===== config.mk =====
export PLATFORM = sky130hd
export DESIGN_NAME = sbd_serial_buffer_dma
export DESIGN_NICKNAME = d
export VERILOG_FILES = /design/src/hdl/sbd_pkg.sv /design/src/hdl/sbd_serial_buffer_dma.sv
export SDC_FILE = /design/constraint.sdc
export NUM_CORES = 1
export LEC_CHECK = 0
export BUFFER_PORTS_ARGS = -buffer_cell sky130_fd_sc_hd__buf_2
export CORE_MARGIN = 5
export CORE_UTILIZATION = 50
export CTS_CLUSTER_DIAMETER = 80
export DETAILED_ROUTE_END_ITERATION = 8
export GPL_TIMING_DRIVEN = 0
export PLACE_DENSITY_LB_ADDON = 0.2
export SYNTH_ARGS = -nofsm -noshare
export SYNTH_HDL_FRONTEND = slang
export SYNTH_SLANG_ARGS = --single-unit

===== constraint.sdc =====
create_clock -name clk_i -period 5.6 [get_ports clk_i]
set_clock_uncertainty 0.05 [all_clocks]
set_input_delay 1.12 -clock clk_i [delete_from_list [all_inputs] [get_ports clk_i]]
set_output_delay 1.12 -clock clk_i [all_outputs]
set_load 0.03 [all_outputs]

===== src/hdl/sbd_pkg.sv =====
// Operation
// - Start with base address outside 0x0100..0x10FF sets the error flag.
// - Start with base valid but base plus count past window sets error flag.
// - Start with byte count above sixteen sets the error flag.
// - Accepted start clears error flag; software may clear it by writing zero.
// - Set error flag raises the serial port interrupt when enabled.
// - Failed start leaves address and byte-count registers unchanged.
// - Direction one copies RAM bytes into the empty transmit buffer.
// - Direction zero copies the earlier-filled receive buffer into RAM.
// - Software writes one to run bit; hardware clears it at the end.
// - Run bit stalls the CPU until the transfer finishes.
// - A running transfer cannot be interrupted or altered.
// - Address is 14 bits over high and low registers; top two bits read zero.
// - Reset address is 0x0100: high register 0x01, low register 0x00.
// - Address is source when transmitting, destination when receiving.
// - After a transfer the address holds last accessed address plus one.
// - Byte count in bits 4..0, bits 7..5 read zero, not cleared at end.
// - Engine starts only while the serial port is in buffer mode.
// - An N-byte transfer completes within N plus three cycles.
`default_nettype none
package sbd_pkg;
    // Register indices; the byte address is four times the index.
    localparam logic [7:0] REG_COUNT_IDX = 8'hDC;
    localparam logic [7:0] REG_ADDR_LOW_IDX = 8'hDD;
    localparam logic [7:0] REG_ADDR_HIGH_IDX = 8'hDE;
    localparam logic [7:0] REG_CTRL_IDX = 8'hDF;
    localparam logic [7:0] REG_INT_STATUS_IDX = 8'hE0;
    localparam logic [7:0] REG_INT_MASK_IDX = 8'hE1;
    // Control and status bit positions.
    localparam int CTRL_RUN_BIT = 0;
    localparam int CTRL_DIR_BIT = 1;
    localparam int CTRL_ERR_BIT = 2;
    // Interrupt status bit positions.
    localparam int INT_ERR_BIT = 0;
    localparam int INT_DONE_BIT = 1;
    // Address layout and permitted RAM window.
    localparam int ADDR_W = 14;
    localparam int COUNT_W = 5;
    localparam logic [ADDR_W-1:0] WINDOW_LOW = 14'h0100;
    localparam logic [ADDR_W:0] WINDOW_END = 15'h1100;
    // Reset values.
    localparam logic [ADDR_W-1:0] ADDR_RESET = 14'h0100;
    localparam logic [COUNT_W-1:0] COUNT_RESET = 5'h00;
    localparam logic [1:0] INT_MASK_RESET = 2'h0;
    // Engine states, Gray coded along idle, check, move.
    typedef enum logic [1:0] {
        ST_IDLE = 2'b00,
        ST_CHECK = 2'b01,
        ST_MOVE = 2'b11
    } sbd_state_t;
endpackage
`default_nettype wire


===== src/hdl/sbd_serial_buffer_dma.sv =====
// Implementation choice: register access over Wishbone.
`timescale 1ns/1ps
`default_nettype none
module sbd_serial_buffer_dma #(
    parameter int BUF_DEPTH = 16
) (
    // Clock and reset.
    input wire logic clk_i,
    input wire logic rst_i,
    // Wishbone slave.
    input wire logic wb_cyc_i,
    input wire logic wb_stb_i,
    input wire logic wb_we_i,
    input wire logic [9:0] wb_adr_i,
    input wire logic [3:0] wb_sel_i,
    input wire logic [31:0] wb_dat_i,
    output logic [31:0] wb_dat_o,
    output logic wb_ack_o,
    // Interrupt and CPU stall.
    output logic irq_o,
    output logic cpu_stall_o,
    // Serial port status.
    input wire logic dual_port_mode_i,
    input wire logic [1:0] tx_buf_empty_i,
    input wire logic rx_buf_oldest_i,
    // RAM port.
    output logic [sbd_pkg::ADDR_W-1:0] ram_addr_o,
    output logic ram_rd_o,
    output logic ram_wr_o,
    output logic [7:0] ram_wdata_o,
    input wire logic [7:0] ram_rdata_i,
    // Dual-port buffer port.
    output logic buf_sel_o,
    output logic [$clog2(BUF_DEPTH)-1:0] buf_addr_o,
    output logic buf_rd_o,
    output logic buf_wr_o,
    output logic [7:0] buf_wdata_o,
    input wire logic [7:0] buf_rdata_i
);
    localparam int BA_W = $clog2(BUF_DEPTH);
    localparam int AW = sbd_pkg::ADDR_W;
    localparam int CW = sbd_pkg::COUNT_W;

    // The count field must hold the buffer size.
    if (BUF_DEPTH < 2 || BUF_DEPTH > 31) begin : g_depth_check
        $error("BUF_DEPTH must lie between 2 and 31");
    end

    sbd_pkg::sbd_state_t state_reg;
    logic [AW-1:0] addr_reg;
    logic [CW-1:0] count_reg;
    logic run_reg;
    logic dir_reg;
    logic err_reg;
    logic [1:0] int_status_reg;
    logic [1:0] int_mask_reg;
    logic [CW-1:0] rd_cnt_reg;
    logic [CW-1:0] wr_cnt_reg;
    logic fetch_reg;
    logic ack_reg;
    logic [31:0] rdata_reg;
    logic [7:0] reg_idx;
    logic bus_write;
    logic ctrl_write;
    logic start_bad;
    logic check_err;
    logic check_ok;
    logic move_done;
    logic [7:0] src_byte;
    logic start_go;
    logic rd_more;
    logic rd_issue;
    logic wr_step;
    logic [CW-1:0] rd_idx;

    // Checks the programmed window, span and count against the allowed area.
    function automatic logic range_bad(input logic [AW-1:0] base, input logic [CW-1:0] cnt);
        logic [AW:0] span_end;
        span_end = {1'b0, base} + {{(AW + 1 - CW){1'b0}}, cnt};
        range_bad = (base < sbd_pkg::WINDOW_LOW)
            || ({1'b0, base} >= sbd_pkg::WINDOW_END)
            || (span_end > sbd_pkg::WINDOW_END)
            || (cnt > CW'(BUF_DEPTH));
    endfunction

    // RAM address of byte k of the transfer, counted from the base.
    function automatic logic [AW-1:0] ram_at(input logic [AW-1:0] base, input logic [CW-1:0] k);
        ram_at = base + AW'(k);
    endfunction

    // Read value of one register index; unmapped indices read zero.
    function automatic logic [31:0] reg_read(input logic [7:0] idx);
        reg_read = 32'h0000_0000;
        unique case (idx)
            sbd_pkg::REG_COUNT_IDX: reg_read = {27'h0, count_reg};
            sbd_pkg::REG_ADDR_LOW_IDX: reg_read = {24'h0, addr_reg[7:0]};
            sbd_pkg::REG_ADDR_HIGH_IDX: reg_read = {26'h0, addr_reg[13:8]};
            sbd_pkg::REG_CTRL_IDX: reg_read = {29'h0, err_reg, dir_reg, run_reg};
            sbd_pkg::REG_INT_STATUS_IDX: reg_read = {30'h0, int_status_reg};
            sbd_pkg::REG_INT_MASK_IDX: reg_read = {30'h0, int_mask_reg};
            default: reg_read = 32'h0000_0000;
        endcase
    endfunction

    // Bus decode: a write takes effect on the edge where ack is seen.
    assign reg_idx = wb_adr_i[9:2];
    assign bus_write = wb_cyc_i && wb_stb_i && wb_we_i && ack_reg && wb_sel_i[0];
    assign ctrl_write = bus_write && reg_idx == sbd_pkg::REG_CTRL_IDX;
    assign start_bad = range_bad(addr_reg, count_reg);
    assign check_err = state_reg == sbd_pkg::ST_CHECK && start_bad;
    assign check_ok = state_reg == sbd_pkg::ST_CHECK && !start_bad;
    assign move_done = state_reg == sbd_pkg::ST_MOVE && wr_cnt_reg == count_reg && !fetch_reg;
    assign src_byte = dir_reg ? ram_rdata_i : buf_rdata_i;

    // Move control: a good start with a non-zero count issues byte zero at once.
    assign start_go = check_ok && count_reg != '0;
    assign rd_more = rd_cnt_reg != count_reg;
    assign rd_issue = start_go || (state_reg == sbd_pkg::ST_MOVE && rd_more);
    assign wr_step = state_reg == sbd_pkg::ST_MOVE && fetch_reg;
    assign rd_idx = start_go ? {CW{1'b0}} : rd_cnt_reg;

    // Wishbone ack: one wait state, dropped in the cycle after it was given.
    always_ff @(posedge clk_i) begin
        if (rst_i) begin
            ack_reg <= 1'b0;
        end else begin
            ack_reg <= wb_cyc_i && wb_stb_i && !ack_reg;
        end
    end

    // Read data is latched together with the ack; unmapped indices read zero.
    always_ff @(posedge clk_i) begin
        if (rst_i) begin
            rdata_reg <= 32'h0000_0000;
        end else if (wb_cyc_i && wb_stb_i && !ack_reg) begin
            rdata_reg <= reg_read(reg_idx);
        end
    end

    assign wb_ack_o = ack_reg;
    assign wb_dat_o = rdata_reg;

    // Engine sequencing: check, then move, then back to idle.
    always_ff @(posedge clk_i) begin
        if (rst_i) begin
            state_reg <= sbd_pkg::ST_IDLE;
        end else begin
            unique case (state_reg)
                sbd_pkg::ST_IDLE: begin
                    if (ctrl_write && wb_dat_i[sbd_pkg::CTRL_RUN_BIT] && dual_port_mode_i) begin
                        state_reg <= sbd_pkg::ST_CHECK;
                    end
                end
                sbd_pkg::ST_CHECK: begin
                    if (start_bad || count_reg == '0) begin
                        state_reg <= sbd_pkg::ST_IDLE;
                    end else begin
                        state_reg <= sbd_pkg::ST_MOVE;
                    end
                end
                sbd_pkg::ST_MOVE: begin
                    if (move_done) begin
                        state_reg <= sbd_pkg::ST_IDLE;
                    end
                end
            endcase
        end
    end

    // Run bit and CPU stall rise on the launching write and fall at the end.
    always_ff @(posedge clk_i) begin
        if (rst_i) begin
            run_reg <= 1'b0;
            cpu_stall_o <= 1'b0;
        end else if (state_reg == sbd_pkg::ST_IDLE) begin
            if (ctrl_write && wb_dat_i[sbd_pkg::CTRL_RUN_BIT] && dual_port_mode_i) begin
                run_reg <= 1'b1;
                cpu_stall_o <= 1'b1;
            end
        end else if (check_err || (check_ok && count_reg == '0) || move_done) begin
            run_reg <= 1'b0;
            cpu_stall_o <= 1'b0;
        end
    end

    // Direction is written only while idle.
    always_ff @(posedge clk_i) begin
        if (rst_i) begin
            dir_reg <= 1'b0;
        end else if (ctrl_write && state_reg == sbd_pkg::ST_IDLE) begin
            dir_reg <= wb_dat_i[sbd_pkg::CTRL_DIR_BIT];
        end
    end

    // Error flag: hardware set wins over a software clear.
    always_ff @(posedge clk_i) begin
        if (rst_i) begin
            err_reg <= 1'b0;
        end else if (check_err) begin
            err_reg <= 1'b1;
        end else if (check_ok) begin
            err_reg <= 1'b0;
        end else if (ctrl_write && !wb_dat_i[sbd_pkg::CTRL_ERR_BIT]) begin
            err_reg <= 1'b0;
        end
    end

    // Address and count: software writes while idle; address advances on completion.
    always_ff @(posedge clk_i) begin
        if (rst_i) begin
            addr_reg <= sbd_pkg::ADDR_RESET;
            count_reg <= sbd_pkg::COUNT_RESET;
        end else if (move_done) begin
            addr_reg <= ram_at(addr_reg, count_reg);
        end else if (bus_write && state_reg == sbd_pkg::ST_IDLE) begin
            if (reg_idx == sbd_pkg::REG_ADDR_LOW_IDX) begin
                addr_reg[7:0] <= wb_dat_i[7:0];
            end
            if (reg_idx == sbd_pkg::REG_ADDR_HIGH_IDX) begin
                addr_reg[13:8] <= wb_dat_i[5:0];
            end
            if (reg_idx == sbd_pkg::REG_COUNT_IDX) begin
                count_reg <= wb_dat_i[CW-1:0];
            end
        end
    end

    // Read and write progress counters; reads run one per cycle.
    always_ff @(posedge clk_i) begin
        if (rst_i) begin
            rd_cnt_reg <= '0;
            wr_cnt_reg <= '0;
        end else if (start_go) begin
            rd_cnt_reg <= CW'(1);
            wr_cnt_reg <= '0;
        end else if (state_reg == sbd_pkg::ST_MOVE) begin
            if (rd_more) begin
                rd_cnt_reg <= rd_cnt_reg + CW'(1);
            end
            if (fetch_reg) begin
                wr_cnt_reg <= wr_cnt_reg + CW'(1);
            end
        end
    end

    // The far side answers a read strobe one cycle later, so the byte stands now.
    always_ff @(posedge clk_i) begin
        if (rst_i) begin
            fetch_reg <= 1'b0;
        end else begin
            fetch_reg <= ram_rd_o || buf_rd_o;
        end
    end

    // Buffer choice is taken at start: empty transmit or oldest receive buffer.
    always_ff @(posedge clk_i) begin
        if (rst_i) begin
            buf_sel_o <= 1'b0;
        end else if (check_ok) begin
            buf_sel_o <= dir_reg ? !tx_buf_empty_i[0] : rx_buf_oldest_i;
        end
    end

    // Read strobes: RAM when transmitting, buffer when receiving.
    always_ff @(posedge clk_i) begin
        if (rst_i) begin
            ram_rd_o <= 1'b0;
            buf_rd_o <= 1'b0;
        end else begin
            ram_rd_o <= rd_issue && dir_reg;
            buf_rd_o <= rd_issue && !dir_reg;
        end
    end

    // Write strobes: one pulse for each byte that came back from the source.
    always_ff @(posedge clk_i) begin
        if (rst_i) begin
            ram_wr_o <= 1'b0;
            buf_wr_o <= 1'b0;
        end else begin
            buf_wr_o <= wr_step && dir_reg;
            ram_wr_o <= wr_step && !dir_reg;
        end
    end

    // RAM address: source of reads when transmitting, target of writes when receiving.
    always_ff @(posedge clk_i) begin
        if (rst_i) begin
            ram_addr_o <= sbd_pkg::ADDR_RESET;
        end else if (rd_issue && dir_reg) begin
            ram_addr_o <= ram_at(addr_reg, rd_idx);
        end else if (wr_step && !dir_reg) begin
            ram_addr_o <= ram_at(addr_reg, wr_cnt_reg);
        end
    end

    // Buffer address: read index when receiving, write index when transmitting.
    always_ff @(posedge clk_i) begin
        if (rst_i) begin
            buf_addr_o <= '0;
        end else if (rd_issue && !dir_reg) begin
            buf_addr_o <= BA_W'(rd_idx);
        end else if (wr_step && dir_reg) begin
            buf_addr_o <= BA_W'(wr_cnt_reg);
        end
    end

    // Buffer write data: the RAM byte that stands this cycle.
    always_ff @(posedge clk_i) begin
        if (rst_i) begin
            buf_wdata_o <= 8'h00;
        end else if (wr_step && dir_reg) begin
            buf_wdata_o <= src_byte;
        end
    end

    // RAM write data: the buffer byte that stands this cycle.
    always_ff @(posedge clk_i) begin
        if (rst_i) begin
            ram_wdata_o <= 8'h00;
        end else if (wr_step && !dir_reg) begin
            ram_wdata_o <= src_byte;
        end
    end

    // Sticky interrupt sources, write one to clear; a new event wins.
    always_ff @(posedge clk_i) begin
        if (rst_i) begin
            int_status_reg <= 2'h0;
            int_mask_reg <= sbd_pkg::INT_MASK_RESET;
        end else begin
            if (bus_write && reg_idx == sbd_pkg::REG_INT_MASK_IDX) begin
                int_mask_reg <= wb_dat_i[1:0];
            end
            for (int i = 0; i < 2; i++) begin
                if (bus_write && reg_idx == sbd_pkg::REG_INT_STATUS_IDX && wb_dat_i[i]) begin
                    int_status_reg[i] <= 1'b0;
                end
            end
            if (check_err) begin
                int_status_reg[sbd_pkg::INT_ERR_BIT] <= 1'b1;
            end
            if (move_done || (check_ok && count_reg == '0)) begin
                int_status_reg[sbd_pkg::INT_DONE_BIT] <= 1'b1;
            end
        end
    end

    // Interrupt level: unmasked sticky bits, or the live error flag if enabled.
    always_ff @(posedge clk_i) begin
        if (rst_i) begin
            irq_o <= 1'b0;
        end else begin
            irq_o <= |(int_status_reg & int_mask_reg)
                || (err_reg && int_mask_reg[sbd_pkg::INT_ERR_BIT]);
        end
    end
endmodule // sbd_serial_buffer_dma
`default_nettype wire


After elaboration in Yosys (flattened, before gate mapping):

Index checks and enable logic that the tools add are counted.

* register bits after elaboration: 112
* output and inout port bits: 74
* word-level logic and storage cells: 147

* add/sub/neg operators: 6
* order comparisons: 4
* eq/ne operators: 12
* muxes and demuxes: 29
* bitwise gates (word level): 2
* reduce and logical (&&, ||, !) cells: 68

Operators by type and width (count)
* $mux 14: 4
* $eq 8x8->1 const B: 6
* $pmux 8 s6: 1
* $add 14x5->14: 3
* $logic_and 1x1->1: 28
* $reduce_bool 2->1: 10
* $mux 8: 2
* $add 14x5->15: 1
* $gt 15x13->1 const B: 1
* $ge 14x13->1 const B: 1
* $lt 14x9->1 const B: 1
* $mux 1: 14
* $reduce_and 2->1: 7
* $add 5x1->5 const B: 2
* $logic_or 1x1->1: 10
* $mux 4: 2
* $logic_not 1->1: 6
* $mux 2: 3
* $mux 6: 1
* $pmux 2 s3: 1
* $eq 5x5->1: 1
* $gt 5x5->1 const B: 1
* $logic_not 5->1: 1
* $mux 5: 1
* 11 further kinds: 13

Depth between registers and ports, before layout:

* depth after elaboration: 11
* gate-level depth with buffers: 22
* mapped depth without buffers: 22

Least setup slack after synthesis:

OpenSTA, ideal clock, no wires.

* path kind: register to register
* from: register count_reg[0]
* to: register ram_addr_o[8] (netlist bit)
* setup time: 114 ps
* arrival time: 4419 ps
* required time: 5436 ps
* slack: 1017 ps
* stages on the path, launching flop included: 23
* clock period less this slack: 4583 ps
* cell sequence: dfxtp_1 -> ha_1 -> fa_1 -> a21oi_1 -> o21ai_0 -> xor2_1 -> o31a_2 -> nor4_2 -> o22a_2 -> a21oi_1 -> nand2b_4 -> a22o_1 -> ha_1 -> fa_1 -> a21oi_1 -> nor2_1 -> nor2_1 -> nor2b_1 -> o21ai_0 -> nor2_1 -> xnor2_1 -> o21ai_2 -> a21o_1

* cells in the longest elaborated chain, start to end: 10

Ends and longest elaborated chain
* start: declaration: RTL line sbd_serial_buffer_dma.sv:51 `logic [CW-1:0] count_reg;`
* start signal: assignment: RTL line sbd_serial_buffer_dma.sv:212 `count_reg <= sbd_pkg::COUNT_RESET;`
* start signal: assignment: RTL line sbd_serial_buffer_dma.sv:223 `count_reg <= wb_dat_i[CW-1:0];`
* $add 14x5->15: RTL line sbd_serial_buffer_dma.sv:79 `span_end = {1'b0, base} + {{(AW + 1 - CW){1'b0}}, cnt};`
* $gt 15x13->1: RTL line sbd_serial_buffer_dma.sv:82 `|| (span_end > sbd_pkg::WINDOW_END)`
* $logic_or 1x1->1: RTL line sbd_serial_buffer_dma.sv:82
* $logic_or 1x1->1: RTL line sbd_serial_buffer_dma.sv:83 `|| (cnt > CW'(BUF_DEPTH));`
* $logic_not 1->1: RTL line sbd_serial_buffer_dma.sv:111 `assign check_ok = state_reg == sbd_pkg::ST_CHECK && !start_bad;`
* $logic_and 1x1->1: RTL line sbd_serial_buffer_dma.sv:111
* $logic_and 1x1->1: RTL line sbd_serial_buffer_dma.sv:116 `assign start_go = check_ok && count_reg != '0;`
* $mux 5 / $logic_or 1x1->1 (equally long branches): RTL line sbd_serial_buffer_dma.sv:120, sbd_serial_buffer_dma.sv:118
* $add 14x5->14 / $logic_and 1x1->1 (equally long branches): RTL line sbd_serial_buffer_dma.sv:88, sbd_serial_buffer_dma.sv:290
* $mux 14 / $reduce_bool 2->1 (equally long branches)
* end signal: assignment: RTL line sbd_serial_buffer_dma.sv:289 `ram_addr_o <= sbd_pkg::ADDR_RESET;`
* end signal: assignment: RTL line sbd_serial_buffer_dma.sv:291 `ram_addr_o <= ram_at(addr_reg, rd_idx);`
* end signal: assignment: RTL line sbd_serial_buffer_dma.sv:293 `ram_addr_o <= ram_at(addr_reg, wr_cnt_reg);`
* end: declaration: RTL line sbd_serial_buffer_dma.sv:27 `output logic [sbd_pkg::ADDR_W-1:0] ram_addr_o,`

Several ways; a longest one is shown, not always the timed one.
A chain may end at the register's enable or synchronous reset.

Worst setup path in the final report:

* from: register count_reg[0]
* to: register ram_addr_o[10] (netlist bit)

Same word-level chain as after synthesis.

==> impl_metrics.ini <==
[run_status]
status = completed

[die]
floorplan.die_area_um2 = 11900
core-area_um2 = 9680
chip_width_um = 109
vertical_die_dimension_um = 109
io_pins = 145
rows = 36
start_util = 0.509

[clock_network]
cts.root.buffer_cell = sky130_fd_sc_hd__clkbuf_8
maximum_count_of_clock_buffers_along_a_single_path = 2
clk_pin_slew_worst_paths_ns = 0.10
cts_buffers = 9
post_cts_hold_buffer_count = 0
clkLatencyLatePin_ns = 0.37
depth_of_the_cts_h_tree = 3
clock-sinks = 88
tritoncts = built

[logic_synthesis]
dominantRegCellSynth = sky130_fd_sc_hd__dfxtp_1
synth_cell_area_um2 = 4930
post_synth_num_cell_types = 64
ys_async_sr_fraction = 0
synth_sequential_area_ratio = 0.357
ys_seq_elements = 88
synth_enable_flop_cells = 0
synth-warning-count = 0
synthesis.instances = 606
synth_area_per_cell_um2 = 8.13

[detailed_routing]
detail_route.iter0.violations = 304
ant_nets = 0
drt-met1-wl_um = 5820
wl_per_cell_um = 15.9
detailedRoute.firstPassIterationCount = 5
drt_drc = 0
vias_per_cell = 5.42
met3_wirelength_from_detailed_routing_um = 1160
num_vias = 4697
routed_wl_um = 13800
highest-signal-layer = met4
met2_wirelength_um = 6590

[grt]
track_usage = 0.236
antenna_found_initial = 0
vias_in_the_first_global_route = 4509
grt_first_pass_wirelength_um = 22000
globalRoute.totalOverflow = 0
pin_count_of_the_biggest_net_entering_global_routing = 17

[worst_setup_path]
crit_required_ns = 5.84
worst-endpoint-arrival_ns = 5.43
timing.critical_path.mode_cell = sky130_fd_sc_hd__a21oi_1
end_kind = flip-flop
worstPathCellList = ha_1 -> fa_1 -> a21oi_1 -> o21ai_0 -> xor2_1 -> o31a_2 -> nor4_2 -> o22a_2 -> a21oi_1 -> nand2b_4 -> a22o_1 -> ha_1 -> fa_1 -> a21oi_1 -> nor2_1 -> nor2_1 -> nor2b_1 -> o21ai_1 -> nor3_1 -> xnor2_1 -> o21ai_1 -> a21oi_1
critical-path-max-stage-delay_ns = 0.43
crit_fanout = 6
worstPathBufferInverterCount = 0
crit_path_max_delay_family = compound AO/OA/AOI/OAI gates
cpMaxStageDelayCell = sky130_fd_sc_hd__fa_1
path_class = reg2reg
start_kind = flip-flop

[power]
power_switching_share = 0.260
max-vdd-ir-drop_uv = 166
leakagePower_nw = 2.56
intPower_mw = 0.867
powerDensity_nw_per_um2 = 201
comb_power_share = 0.073
report.power.total_mw = 1.17
net-switching-power_mw = 0.305
power.share.sequential = 0.535
power_frac_clock = 0.392

[finish]
most_frequent_cells_in_the_layout = sky130_fd_sc_hd__buf_2, sky130_fd_sc_hd__dfxtp_1, sky130_fd_sc_hd__nor2_1
syn2layout_area_growth_pct = 18.3
layout-drive-gt1-share = 0.229
fillers = 917
layout_commonest_cell = sky130_fd_sc_hd__buf_2
final_core_utilization = 0.602
final_net_count = 814
antennaDiodeCount = 0
stdcell_area_um2 = 5830

[placement]
dpl_cell_area_um2 = 5630
port_buffers = 89
hpwl_um = 10500
gp_congestion = 0.915

[min_path]
hold_path_class = reg2reg

[timing]
relative_max_transition_margin = 0.517
grt_setup_unrepaired = no
timing.final.crit_share = 0.926
final-hold-violation-count = 0
finalSetupViolations = 0
timing_worst_slew_pin_value_ns = 0.724
slew_viol_final = 0
final.setup.tns_ns = 0
final.min_clock_period_ns = 5.19
timing_limited_maximum_frequency_mhz = 193

[job]
drv_cap = 0
power groups by stage:
stage | Combinational [mW] | Sequential [mW] | Clock, mW
3_3_place_gp | 0.0840 | 0.642 | 0
3_5_place_dp | 0.0846 | 0.642 | 0
2_1_floorplan | 0.0543 | 0.644 | 0
5_1_grt | 0.0919 | 0.627 | 0.494
6_report | 0.0859 | 0.627 | 0.459
4_1_cts | 0.0848 | 0.627 | 0.461
logic make-up (layout without fill, tap and decap cells):
group           after synthesis  after routing  synth area share
compound gates              141            141             0.176
xor+xnor                     37             37            0.0657
fa+ha+maj                    14             14            0.0386
buf+inv                      67            172            0.0848
flops                        88             88             0.357
mux                          24             24            0.0541
other cells                   1             24          0.000761
simple gates                234            234             0.223
synth_stat cells, types with 9 or more instances:
master                     count  share of area
sky130_fd_sc_hd__o21ai_1      10          0.010
sky130_fd_sc_hd__nor2_1       76          0.058
sky130_fd_sc_hd__ha_1         12          0.030
sky130_fd_sc_hd__mux2i_1      21          0.043
sky130_fd_sc_hd__o21ai_0      23          0.023
sky130_fd_sc_hd__xnor2_1      21          0.037
sky130_fd_sc_hd__dfxtp_1      88           0.36
sky130_fd_sc_hd__nand3_1      24          0.024
sky130_fd_sc_hd__nor3_1       11          0.011
sky130_fd_sc_hd__inv_1         9         0.0069
sky130_fd_sc_hd__a211oi_1      9          0.014
sky130_fd_sc_hd__buf_4        27          0.041
sky130_fd_sc_hd__nand2_1      72          0.055
sky130_fd_sc_hd__clkbuf_1     20          0.015
sky130_fd_sc_hd__a21oi_1      60          0.061
sky130_fd_sc_hd__xor2_1       16          0.028
path summary, 6_finish.rpt:
kind,depth (start not counted),slack [ns],startpoint,end
worst max register to register,22,0.41,count_reg[0],ram_addr_o[10]
worst min register to register,2,0.41,ram_wdata_o[6],ram_wdata_o[6]
worst max-delay path,22,0.41,count_reg[0],ram_addr_o[10]
worst min-delay path,2,0.41,ram_wdata_o[6],ram_wdata_o[6]
routing by layer:
metal,track usage,up-vias
met2,0.396,177
met4,0.0775,0
li1,-,2306
met3,0.0440,19
met1,0.305,2195
met5,0,-
repair_timing:
action | CTS | global route
setup buffers | 0 | 0
setup endpoints to repair | 0 | 3
resized for setup | 0 | 1
area by class of cell:
type,instances,area (µm²),share of cell area
clock inverters,7,78.8,0.0135
multi-input cells,474,2840,0.486
well taps,133,166,0.0285
repair buffers,89,445,0.0764
plain buffers,57,380,0.0652
flip-flops and latches,88,1760,0.302
inverters,10,37.5,0.00644
clock buffers,9,124,0.0212
metrics by stage:
step	setup slack, ns	cells	hold WS (ns)
floorplan	1.02	629	0.394
global placement	0.488	851	0.389
detailed placement	0.408	851	0.397
CTS	0.353	867	0.412
global route	0.0823	867	0.430
finish	0.412	867	0.410
tightest hold or removal path: cells and delay by family (launching register included):
kind             cells  cell delay [ns]
AO/OA/AOI/OAI        1             0.05
flip-flops           1             0.32
AND/OR/NAND/NOR      1             0.05
(Power assumes the default switching activity.)
